**config.mk**
```make
export PLATFORM = sky130hd
export DESIGN_NAME = bsc_exec
export DESIGN_NICKNAME = d
export VERILOG_FILES = /design/src/bsc_pkg.sv /design/src/bsc_exec.sv /design/src/bsc_phase_gen.sv
export VERILOG_INCLUDE_DIRS = /design/src
export SDC_FILE = /design/constraint.sdc
export NUM_CORES = 1
export LEC_CHECK = 0
export BUFFER_PORTS_ARGS = -buffer_cell sky130_fd_sc_hd__buf_2
export CORE_ASPECT_RATIO = 1.1
export CORE_MARGIN = 2
export CORE_UTILIZATION = 40
export CTS_CLUSTER_SIZE = 28
export DETAILED_ROUTE_END_ITERATION = 12
export MAX_ROUTING_LAYER = met4
export PLACE_DENSITY = 0.76
export RECOVER_POWER = 100
export SLEW_MARGIN = 20
export SYNTH_ARGS = -nofsm -noshare
export SYNTH_HDL_FRONTEND = slang
export SYNTH_SLANG_ARGS = --single-unit
export TNS_END_PERCENT = 20
```
**constraint.sdc**
```tcl
create_clock -name clk_i -period 2 [get_ports clk_i]
set_clock_uncertainty 0.2 [all_clocks]
set_input_delay 0 -clock clk_i [delete_from_list [all_inputs] [get_ports clk_i]]
set_output_delay 0 -clock clk_i [all_outputs]
set_load 0.05 [all_outputs]
```
**src/bsc_params.svh**
```systemverilog
/*
 * constants for the skip, call and clear execution block:
 * opcode patterns, field positions, widths and reset values.
 * assumes nothing; included by bsc_pkg.sv and bsc_exec.sv.
 */
`ifndef BSC_PARAMS_SVH
`define BSC_PARAMS_SVH

`define BSC_IW 14
`define BSC_PCW 13
`define BSC_FW 7
`define BSC_OP_SKIP_CLR 4'h6
`define BSC_OP_SKIP_SET 4'h7
`define BSC_OP_CALL 3'h4
`define BSC_OP_CLR 7'h03
`define BSC_BIT_LSB 7
`define BSC_FILE_LSB 0
`define BSC_LIT_W 11
`define BSC_LATCH_HI 4
`define BSC_LATCH_LO 3
`define BSC_PC_RST 13'h0000
`define BSC_ZERO_BYTE 8'h00

`endif

```
**src/bsc_pkg.sv**
```systemverilog
/*
 * types shared by the execution block and its phase sequencer.
 * assumes bsc_params.svh is on the include path.
 */
`include "bsc_params.svh"

package bsc_pkg;
	typedef logic [`BSC_PCW-1:0] bsc_pc_t;
	typedef logic [`BSC_IW-1:0] bsc_instr_t;
	typedef logic [`BSC_FW-1:0] bsc_faddr_t;
	typedef logic [7:0] bsc_byte_t;
	typedef enum logic [3:0] {
		BSC_Q1 = 4'h1,
		BSC_Q2 = 4'h2,
		BSC_Q3 = 4'h4,
		BSC_Q4 = 4'h8
	} bsc_phase_t;
endpackage

```
**src/bsc_exec.sv**
```systemverilog
/*
 * execution of the bit-test skips, subroutine call and register clear.
 * assumes the fetch unit holds instr_i stable for a whole instruction
 * cycle and accepts a new one after fetch_next_o; the register file
 * answers rd_data_i combinationally from rd_addr_o during phase 2.
 */
`timescale 1ns/10ps
`default_nettype none

`include "bsc_params.svh"

module bsc_exec
	import bsc_pkg::*;
(
	input wire logic clk_i,
	input wire logic rst_n_i,
	input wire bsc_pkg::bsc_instr_t instr_i,
	input wire bsc_pkg::bsc_pc_t pc_i,
	input wire bsc_pkg::bsc_byte_t pc_upper_latch_i,
	input wire bsc_pkg::bsc_byte_t rd_data_i,
	output bsc_pkg::bsc_phase_t phase_o,
	output logic rd_en_o,
	output bsc_pkg::bsc_faddr_t rd_addr_o,
	output logic wr_en_o,
	output bsc_pkg::bsc_faddr_t wr_addr_o,
	output bsc_pkg::bsc_byte_t wr_data_o,
	output logic zero_set_o,
	output logic push_en_o,
	output bsc_pkg::bsc_pc_t stack_top_entry_o,
	output logic pc_load_o,
	output bsc_pkg::bsc_pc_t pc_new_o,
	output logic discard_o,
	output logic fetch_next_o
);
	import bsc_pkg::*;

	typedef enum logic [1:0] {
		BSC_ST_EXEC = 2'h1,
		BSC_ST_IDLE = 2'h2
	} bsc_state_t;

	// operation classes held between decode and the end of the cycle
	localparam logic [2:0] BSC_OPC_NONE = 3'h0;
	localparam logic [2:0] BSC_OPC_SKIP_CLR = 3'h1;
	localparam logic [2:0] BSC_OPC_SKIP_SET = 3'h2;
	localparam logic [2:0] BSC_OPC_CALL = 3'h3;
	localparam logic [2:0] BSC_OPC_CLR = 3'h4;

	bsc_phase_t phase;
	bsc_state_t state_q;
	bsc_state_t state_d;
	logic skip_q;
	logic skip_d;
	logic tested_q;
	logic [2:0] op_q;
	bsc_faddr_t faddr_q;
	bsc_pc_t ret_q;
	bsc_pc_t target_q;

	function automatic logic [2:0] decode_op(input bsc_instr_t ins);
		logic [2:0] op;
		op = BSC_OPC_NONE;
		if (ins[13:10] == `BSC_OP_SKIP_CLR) begin
			op = BSC_OPC_SKIP_CLR;
		end else if (ins[13:10] == `BSC_OP_SKIP_SET) begin
			op = BSC_OPC_SKIP_SET;
		end else if (ins[13:11] == `BSC_OP_CALL) begin
			op = BSC_OPC_CALL;
		end else if (ins[13:7] == `BSC_OP_CLR) begin
			op = BSC_OPC_CLR;
		end
		return op;
	endfunction

	bsc_phase_gen u_phase (
		.clk_i(clk_i),
		.rst_n_i(rst_n_i),
		.phase_o(phase)
	);

	wire in_exec = (state_q == BSC_ST_EXEC);
	wire is_skip_clr = in_exec && (op_q == BSC_OPC_SKIP_CLR);
	wire is_skip_set = in_exec && (op_q == BSC_OPC_SKIP_SET);
	wire is_call = in_exec && (op_q == BSC_OPC_CALL);
	wire is_clr = in_exec && (op_q == BSC_OPC_CLR);
	wire [2:0] bit_sel = instr_i[`BSC_BIT_LSB+2:`BSC_BIT_LSB];
	wire bit_val = rd_data_i[bit_sel];
	wire q1 = (phase == BSC_Q1);
	wire q2 = (phase == BSC_Q2);
	wire q3 = (phase == BSC_Q3);
	wire q4 = (phase == BSC_Q4);
	wire cycle_end = q4;
	wire decode_now = q1 && in_exec;
	wire nop_decode = q1 && !in_exec;
	wire [2:0] op_dec = decode_op(instr_i);
	wire reads_reg = is_skip_clr || is_skip_set || is_clr;
	wire [`BSC_FW-1:0] field_addr = instr_i[`BSC_FILE_LSB+`BSC_FW-1:`BSC_FILE_LSB];
	wire [`BSC_LIT_W-1:0] call_lit = instr_i[`BSC_LIT_W-1:0];
	wire [`BSC_LATCH_HI-`BSC_LATCH_LO:0] upper_bits =
		pc_upper_latch_i[`BSC_LATCH_HI:`BSC_LATCH_LO];
	wire [`BSC_PCW-1:0] ret_addr = bsc_pc_t'(pc_i + 1'b1);
	wire [`BSC_PCW-1:0] call_target = {upper_bits, call_lit};

	// skip decision taken in phase 3 from the bit read in phase 2
	wire hit_set = is_skip_set && tested_q;
	wire hit_clr = is_skip_clr && !tested_q;
	wire skip_hit = hit_set || hit_clr;
	wire call_target_ok = is_call;
	// a taken skip or a call is followed by one cycle of four idle phases
	wire two_cycle = skip_q || is_call;

	// strobes stand for exactly one phase clock
	assign rd_en_o = q2 && reads_reg;
	assign rd_addr_o = faddr_q;
	assign wr_en_o = q4 && is_clr;
	assign wr_addr_o = faddr_q;
	assign wr_data_o = `BSC_ZERO_BYTE;
	assign zero_set_o = q4 && is_clr;
	assign push_en_o = q4 && is_call;
	assign stack_top_entry_o = ret_q;
	assign pc_load_o = q4 && call_target_ok;
	assign pc_new_o = target_q;
	assign discard_o = q4 && in_exec && skip_q;
	assign fetch_next_o = cycle_end;
	assign phase_o = phase;

	// idle marks the forced no-op cycle after a taken skip or a call
	always_comb begin
		state_d = state_q;
		skip_d = skip_q;
		case (state_q)
			BSC_ST_EXEC: begin
				if (q3) begin
					skip_d = skip_hit;
				end
				if (cycle_end && two_cycle) begin
					state_d = BSC_ST_IDLE;
				end
			end
			BSC_ST_IDLE: begin
				skip_d = 1'b0;
				if (cycle_end) begin
					state_d = BSC_ST_EXEC;
				end
			end
			default: begin
				state_d = BSC_ST_EXEC;
				skip_d = 1'b0;
			end
		endcase
	end

	always_ff @(posedge clk_i or negedge rst_n_i) begin
		if (!rst_n_i) begin
			state_q <= BSC_ST_EXEC;
		end else begin
			state_q <= state_d;
		end
	end

	always_ff @(posedge clk_i or negedge rst_n_i) begin
		if (!rst_n_i) begin
			skip_q <= 1'b0;
		end else begin
			skip_q <= skip_d;
		end
	end

	// phase 1 decode latches operands; a no-op cycle decodes nothing
	always_ff @(posedge clk_i or negedge rst_n_i) begin
		if (!rst_n_i) begin
			op_q <= BSC_OPC_NONE;
		end else if (decode_now) begin
			op_q <= op_dec;
		end else if (nop_decode) begin
			op_q <= BSC_OPC_NONE;
		end
	end

	always_ff @(posedge clk_i or negedge rst_n_i) begin
		if (!rst_n_i) begin
			faddr_q <= '0;
		end else if (decode_now) begin
			faddr_q <= field_addr;
		end
	end

	// phase 2 samples the tested bit from the register file answer
	always_ff @(posedge clk_i or negedge rst_n_i) begin
		if (!rst_n_i) begin
			tested_q <= 1'b0;
		end else if (q2) begin
			tested_q <= bit_val;
		end
	end

	always_ff @(posedge clk_i or negedge rst_n_i) begin
		if (!rst_n_i) begin
			ret_q <= `BSC_PC_RST;
		end else if (decode_now) begin
			ret_q <= ret_addr;
		end
	end

	always_ff @(posedge clk_i or negedge rst_n_i) begin
		if (!rst_n_i) begin
			target_q <= `BSC_PC_RST;
		end else if (decode_now) begin
			target_q <= call_target;
		end
	end
endmodule

`default_nettype wire

```
**src/bsc_phase_gen.sv**
```systemverilog
/*
 * four phase sequencer: every clock advances one phase, q1..q4.
 * assumes one core clock; a full instruction cycle is four clocks.
 */
`timescale 1ns/10ps
`default_nettype none

module bsc_phase_gen
	import bsc_pkg::*;
(
	input wire logic clk_i,
	input wire logic rst_n_i,
	output bsc_pkg::bsc_phase_t phase_o
);
	import bsc_pkg::*;

	bsc_phase_t phase_q;
	bsc_phase_t phase_d;

	always_comb begin
		case (phase_q)
			BSC_Q1: phase_d = BSC_Q2;
			BSC_Q2: phase_d = BSC_Q3;
			BSC_Q3: phase_d = BSC_Q4;
			BSC_Q4: phase_d = BSC_Q1;
			default: phase_d = BSC_Q1;
		endcase
	end

	always_ff @(posedge clk_i or negedge rst_n_i) begin
		if (!rst_n_i) begin
			phase_q <= BSC_Q1;
		end else begin
			phase_q <= phase_d;
		end
	end

	assign phase_o = phase_q;
endmodule

`default_nettype wire

```
## Word-level counts from Yosys, hierarchy flattened

Index checks and enable logic that the tools add are counted.

| word-level totals | value |
|---|---|
| flip-flop bits (word level) | 44 |
| bits in latches | 0 |
| RAM bits | 0 |
| memory bits (read-only) | 0 |
| output and inout port bits | 59 |
| logic and storage cells | 63 |
| memories kept | 0 |

| cells by class | value |
|---|---|
| $add $sub $neg | 1 |
| $mul | 0 |
| div/mod/pow operators | 0 |
| order comparisons | 1 |
| eq/ne operators | 17 |
| shift-type cells | 0 |
| mux-type cells | 14 |
| bitwise gates (word level) | 0 |
| reductions and logical operators | 22 |

Operators with widths:

| operator | count |
|---|---|
| 3-bit two-way mux | 6 |
| 1-bit logical AND | 14 |
| 13-bit by 1-bit adder with 13-bit output (second input constant) | 1 |
| 4-bit by 3-bit == test with 1-bit output (second input constant) | 3 |
| 4-bit case mux with 3 select lines | 1 |
| 7-bit by 2-bit == test with 1-bit output (second input constant) | 1 |
| 3-bit by 2-bit == test with 1-bit output (second input constant) | 2 |
| 3-bit == test (second input constant) | 2 |
| 4-bit by 1-bit == test with 1-bit output (second input constant) | 1 |
| 4-bit by 2-bit == test with 1-bit output (second input constant) | 1 |
| 4-bit == test (second input constant) | 1 |
| 1-bit logical OR | 4 |
| 3-bit by 4-bit < comparator with 1-bit output (second input constant) | 1 |
| 2-bit two-way mux | 2 |
| 2-bit by 1-bit != test with 1-bit output (second input constant) | 2 |
| 2-bit case mux with 2 select lines | 1 |
| 1-bit binary-select mux with 3-bit select | 1 |
| 3-bit by 1-bit == test with 1-bit output (second input constant) | 1 |
| 1-bit two-way mux | 3 |
| 2-bit by 1-bit == test with 1-bit output (second input constant) | 1 |
| 2-bit == test (second input constant) | 1 |
| 1-bit logical NOT | 2 |
| 2-bit != test (second input constant) | 1 |
| 2-bit AND reduction | 1 |
| 2-bit nonzero test | 1 |

## Longest topological paths before layout

Gate-level depths: netlist of run 1.

| logic depth | value |
|---|---|
| depth after elaboration | 6 |
| depth in mapped cells | 6 |

## Cells and area by module

Synthesis of run 1 repeated with hierarchy kept, for this count alone.

| unflattened totals | value |
|---|---|
| cells, all modules | 191 |
| area, all modules | 2057.0 sq um |

Modules (own cells, without submodules):

| module | instances | cells an instance | area each (sq um) | sequential area each (sq um) |
|---|---|---|---|---|
| bsc_exec | 1 | 180 | 1904.3 | 827.0 |
| bsc_phase_gen | 1 | 11 | 152.6 | 101.3 |

## Least setup slack after synthesis of run 1

OpenSTA, ideal clock, no wires.

| timing path | value |
|---|---|
| path type | reg-to-output |
| start | register u_phase.phase_q[3], in the netlist u_phase.phase_o[3] |
| end | output zero_set_o |
| arrival | 5.165 ns |
| setup slack | -3.365 ns |
| stages on the path, launching flop included | 5 |
| buffers on the path | 1 |
| path through | dfrtp_1 > nor4b_1 > nand2_1 > nor4b_1 > buf_4 |

| on the way | value |
|---|---|
| cells in the longest elaborated chain, start to end | 2 |

RTL lines:

| element | line | source |
|---|---|---|
| start, declared | bsc_phase_gen.sv:17 | `bsc_phase_t phase_q;` |
| start signal, assigned | bsc_phase_gen.sv:34 | `phase_q <= phase_d;` |
| 4-bit == test | bsc_exec.sv:91 | `wire q4 = (phase == BSC_Q4);` |
| named net fetch_next_o | bsc_exec.sv:33 | `output logic fetch_next_o` |
| 1-bit logical AND | - |  |
| end, declared | bsc_exec.sv:27 | `output logic zero_set_o,` |

The timed path passes the listed nets, and every way through them passes these cells.

## Worst setup path after layout of run 1

| timing path | value |
|---|---|
| start | register u_phase.phase_q[0], in the netlist u_phase.phase_o[0] |
| end | register ret_q[12], in the netlist stack_top_entry_o[12] |

| on the way | value |
|---|---|
| cells in the longest elaborated chain, start to end | 2 |

RTL lines:

| element | line | source |
|---|---|---|
| 4-bit by 1-bit == test with 1-bit output | bsc_exec.sv:88 | `wire q1 = (phase == BSC_Q1);` |
| 1-bit logical AND | bsc_exec.sv:93 | `wire decode_now = q1 && in_exec;` |
| end signal, assigned | bsc_exec.sv:199 | `` ret_q <= `BSC_PC_RST; `` |
| end signal, assigned | bsc_exec.sv:201 | `ret_q <= ret_addr;` |
| end, declared | bsc_exec.sv:57 | `bsc_pc_t ret_q;` |

Every way passes these cells.
A chain may end at the register's enable or synchronous reset.

==> results by group, run 1 <==
Outcome
  – Status: completed

Critical path
  – Crit path buffers/inverters: 1
  – Startpoint types: flop
  – CP top delay family: simple AND/OR/NAND/NOR gates
  – Crit path largest cell delay: about 520 ps
  – Slowest CP cell: dfstp_2
  – WS Path Type: flop to flop
  – Critical-path cell list: or4b_4, clkinv_2, nand2_2, or4_1, nand3_1
  – Worst path required time: slightly above 2000 ps
  – Worst Setup End Kind: flop
  – CP Max Fanout: 3
  – CP arrival: about 2000 ps

Synthesis
  – Yosys top cell by area: dfrtp_1
  – Main synth FF type: dfrtp_1
  – Post-synth cell types: 36
  – Async SR Flop Fraction: 1.00
  – Synth Area per Inst: 10.1 um^2
  – Yosys warns: 0
  – Commonest cells in the netlist: dfrtp_1 (35), buf_4 (24), nand2_1 (23), o21ai_0 (17), mux2_2 (14)
  – Post-synthesis cell area: about 1900 um^2
  – Cell count after synthesis: approximately 190
  – Synth top area share: 0.452
  – Seq/Total Area, Yosys: 0.480
  – Largest cells by area after synthesis: dfrtp_1 (45%), buf_4 (9.3%), mux2_2 (8.1%), xor2_1 (4.5%), nand2_1 (4.5%)
  – Most common cell in the netlist: dfrtp_1
  – Synthesized flop and latch total: 37
  – Number of synthesized flops with an enable pin: 0

Clocking
  – Clock Pin Slew Worst Setup and Hold Paths: about 70 ps
  – TritonCTS clock tree: yes
  – Root Driver: clkbuf_8
  – CTS Sinks: 37
  – Number of H-tree levels: 2
  – TritonCTS Buffers: 5
  – Clk buf depth: 2
  – Clock Latency Late Sink: 290 ps

Power
  – Pwr Density: 907 nW/um^2
  – VDD IR max: roughly 0.46 mV
  – Leakage: about 1.2 nW

Global routing
  – Initial antenna violation count: 0
  – Largest net degree at the start of global routing: 38
  – First-pass GRT wire length: just under 8 mm
  – GRT Residual Overflow: 0
  – GRT Total Usage: 0.188
  – Vias in the first global route: approximately 1,800

Timing
  – Max-slew headroom: 0.414
  – RSZ-0062 raised after global routing: yes
  – Final setup violating endpoints: 0
  – Period minus WS final: 1990 ps
  – Hold Vio Cnt, Final: 0
  – Final worst path period share: 0.994
  – Worst-margin pin slew: ~900 ps
  – Max Clk Rate: approximately 0.5 GHz
  – Max Slew Vio Count: 0

Floorplan
  – # IOs: 104
  – DIE AREA: 5410 um^2
  – FP Rows: 26
  – Area of the core: ~4700 um^2
  – Initial Utilization: 0.416
  – Die X: 70.3 um
  – Chip Height: 77.0 um

Detailed routing
  – Remaining DRCs: 0
  – Initial drt markers: 52
  – Via density per instance: approximately 4.9
  – WL final: about 4.8 mm
  – Final ANT Viol Nets: 0
  – DRT Pass-1 Iters: 4
  – DR vias: 1,811
  – WL per Instance: around 13 um

Layout
  – Synth-to-Final Area Change: 48.4%
  – Share of layout cells above drive strength 1: 0.282
  – Cell Count, Final, Fillers Out: roughly 370
  – Fillers: 428
  – Diodes inserted: 0
  – Core Util, Final: 0.618
  – Layout Nets: 361

Placed design
  – Final HPWL DP: 3.19 mm
  – Port bufs: 89
  – RD Place Congestion: 0.739
  – Cell count after placement: roughly 320

Worst hold path
  – Hold Path Class: input port to flop

Flow run
  – Max cap viols: 0
## worst reg2reg max path, delay by kind of cell, from the launching register on
kind	cells	cell delay (ps)
buf+inv	1	80
simple gates	4	1120
flops	1	520
## kinds of logic after synthesis
kind of cell,share of synthesized area
flops,0.480
xor+xnor,0.0498
compound gates,0.0679
simple gates,0.180
buf+inv,0.112
fa+ha+maj,0.00646
other cells,0.00194
mux,0.102
## layer usage
layer	share of wire	track usage
met4	0.040	0.0981
met1	0.39	0.204
met2	0.51	0.310
met3	0.060	0.0552
met5	0	-
## final timing paths
path	start	to	slack, ps	depth (start not counted)
setup reg to reg	u_phase.phase_o[0]	stack_top_entry_o[12]	10	5
max in group asynchronous	rst_n_i	u_phase.phase_o[2]	830	2
min in group asynchronous	rst_n_i	stack_top_entry_o[12]	170	2
hold reg to reg	stack_top_entry_o[9]	stack_top_entry_o[9]	280	2
hold / removal	rd_data_i[7]	tested_q	20	5
setup / recovery	u_phase.phase_o[0]	stack_top_entry_o[12]	10	5
## sequential cells by signal, indices dropped and copies added, names as in the netlist
signal,count
tested_q,1
op_q,3
state_q,2
u_phase.phase_o,4
rd_addr_o,6
pc_new_o,7
stack_top_entry_o,13
skip_q,1
## area by class of cell
type                            count  area [um^2]  area share
Sequential cell                    37          932       0.324
Clock buffer                        8         90.1      0.0314
Inverter                            3         12.5     0.00436
Timing Repair Buffer              140          900       0.313
Tap cell                           56         70.1      0.0244
Multi-Input combinational cell    128          868       0.302
## per-stage QoR
stage          instance area (um^2)  TNS [ps]  hold slack, ps  power, W  setup WS, ps
2_1_floorplan                  2020     -5810            -496   0.00187          -670
3_3_place_gp                   2390         0           -64.2   0.00205          59.4
3_5_place_dp                   2390         0           -62.4   0.00207          42.0
4_1_cts                        2920     -40.9            1.35   0.00266         -21.7
5_1_grt                        2870      -259            74.2   0.00275          -110
6_report                       2870         0            19.4   0.00261          11.9
## layout by cell type (no fill, tap or decap), types with 2 or more instances in the layout
cell,instances
nand3b_1,2
buf_4,8
buf_6,5
nand2_1,22
nand2_2,2
conb_1,8
o21ai_0,16
dfrtp_1,32
a21oi_1,3
dfrtp_2,3
buf_2,38
inv_1,2
clkbuf_8,6
nor4b_4,2
nor2b_1,2
mux2i_1,4
dfstp_2,2
nand2b_1,2
clkbuf_1,48
mux2_2,14
dlygate4sd3_1,40
nand3_1,7
nor3_1,2
xor2_1,10
nor2_1,9
nand4_1,5
clkbuf_4,2
## report_power, final
part           internal [W]  switching [W]
clock              0.000281       0.000245
combinational      0.000267       0.000858
sequential         0.000872      0.0000848
## repair_timing
| action | 4_1_cts | 5_1_grt |
|---|---|---|
| resized for setup | 9 | 7 |
| buffers inserted | 1 | 1 |
| endpoints found under the hold margin | 65 | 0 |
| hold buffers | 40 | 0 |
| pin swaps | 1 | 0 |
| endpoints found under the setup margin | 3 | 12 |
| cloned | 0 | 0 |
Power figures use the tool's default switching activity.
==> run 2, diff against run 1 <==
- GPL_TIMING_DRIVEN: unset -> 1
- HOLD_SLACK_MARGIN: unset -> 0.08
==> run 2 against run 1 <==
Register-to-register slack barely moved. Clock-buffer cell count is the same. Sequential cell count did not move. Critical path depth did not move. Cell count increased by 1.1%. Die area is the same. Clock power about the same. Via count up 1.3%. Setup slack better by 0.94 ps. First-iteration DRC count grew 25%. Fmax about the same. Sequential share of layout area fell by 0.42 points. Largest cell class is now buffers.
==> results by group, run 2 (synthesis results as in run 1) <==
Outcome
  – Status: completed

Power
  – Final Power: approximately 0.0026 W
  – Leakage: 1.26 nW
  – VDD IR max: 0.453 mV
  – Pwr Density: 898 nW/um^2

Clocking
  – Clock Latency Late Sink: 290 ps
  – CTS Sinks: 37
  – Clock Pin Slew Worst Setup and Hold Paths: approximately 70 ps
  – TritonCTS Buffers: 5
  – Clk buf depth: 2
  – TritonCTS clock tree: yes
  – Root Driver: clkbuf_8
  – Number of H-tree levels: 2

Floorplan
  – FP Rows: 26
  – Initial Utilization: 0.416
  – # IOs: approximately 100
  – Area of the core: around 4700 um^2
  – Chip Height: 77.0 um
  – Die X: approximately 70 um
  – DIE AREA: between 5000 and 6000 um^2

Layout
  – Number of flip-flops in the largest register: 13
  – Commonest non-fill, non-tap cell in the layout: clkbuf_1
  – Diodes inserted: 0
  – Synth-to-Final Area Change: 50.4%
  – Share of layout cells above drive strength 1: 0.278
  – Most frequent cells in the layout: clkbuf_1 (48), dlygate4sd3_1 (44), buf_2 (39)
  – Fillers: between 400 and 500
  – Layout Nets: about 370

Global routing
  – Vias in the first global route: ~1,800
  – First-pass GRT wire length: approximately 8.1 mm
  – Initial antenna violation count: 0
  – GRT Residual Overflow: 0
  – GRT Total Usage: 0.197
  – Largest net degree at the start of global routing: 38

Timing
  – Hold Slack: roughly 180 ps
  – Final worst path period share: 0.994
  – Period minus WS final: 1990 ps
  – RSZ-0062 raised after global routing: yes
  – Max Clk Rate: between 0.5 and 0.6 GHz
  – Max-slew headroom: 0.412
  – Worst-margin pin slew: 882 ps
  – Final setup violating endpoints: 0
  – Hold Vio Cnt, Final: 0
  – Max Slew Vio Count: 0

Critical path
  – CP arrival: about 2000 ps
  – Worst path required time: 2030 ps
  – CP Max Fanout: 3
  – Worst Setup End Kind: flop
  – WS Path Type: flop to flop
  – Startpoint types: flop

Detailed routing
  – Remaining DRCs: 0
  – Via density per instance: 4.88
  – Initial drt markers: 65
  – WL per Instance: between 10 and 15 um
  – Final ANT Viol Nets: 0
  – DRT Pass-1 Iters: 4
  – WL final: roughly 5 mm
  – DR vias: around 1,800

Worst hold path
  – Hold Path Class: input port to asynchronous set/reset pin

Placed design
  – RD Place Congestion: about 0.74
  – Final HPWL DP: 3.19 mm
  – Port bufs: 89

Flow run
  – Max cap viols: 0
-- run 2: area by class of cell --
type,instances,area (um^2),area share
timing repair buffer,144,937,0.322
clock buffer,8,90.1,0.0310
multi-input combinational,128,868,0.298
inverter,3,12.5,0.00430
tap,56,70.1,0.0241
sequential,37,932,0.320
-- run 2: power breakdown --
group	internal [W]	switching, W	total [W]
sequential	0.000872	0.0000852	0.000957
combinational	0.000273	0.000861	0.00113
clock	0.000281	0.000241	0.000522
-- run 2: stage by stage --
stage | cell area [um^2] | TNS [ps] | std cells | utilization | worst slack, ps
2_1_floorplan | 2020 | -5810 | 198 | - | -670
3_3_place_gp | 2390 | 0 | 322 | 0.513 | 59.4
3_5_place_dp | 2390 | 0 | 322 | 0.513 | 42.0
4_1_cts | 2960 | -40.9 | 375 | 0.636 | -21.7
5_1_grt | 2910 | -261 | 376 | 0.626 | -112
6_report | 2910 | 0 | 376 | 0.626 | 12.9
-- run 2: final timing paths --
kind | from | end | slack (ps) | cells past startpoint
setup / recovery | u_phase.phase_o[0] | stack_top_entry_o[12] | 10 | 5
hold / removal | rst_n_i | op_q[1] | 180 | 2
setup reg to reg | u_phase.phase_o[0] | stack_top_entry_o[12] | 10 | 5
hold reg to reg | stack_top_entry_o[9] | stack_top_entry_o[9] | 280 | 2
max in group asynchronous | rst_n_i | u_phase.phase_o[2] | 820 | 2
min in group clk_i | pc_i[0] | stack_top_entry_o[0] | 280 | 3
-- run 2: metal layers --
layer / track usage / part of all wire
met1: 0.209 / 0.39
met5: - / 0
met2: 0.338 / 0.53
met4: 0.0923 / 0.029
met3: 0.0526 / 0.048
-- run 2: repair_timing --
action                                  CTS  global route
pin swaps                                 1             0
endpoints found under the setup margin    3            14
buffers inserted                          1             1
resized for setup                         9             6
endpoints found under the hold margin    67             0
hold buffers                             44             0
-- run 2: worst max-delay path, cell delays in order, from the launching register on --
cell	delay, ps
dfstp_2	530
or4b_4	470
clkinv_2	80
nand2_2	60
or4_1	500
nand3_1	90
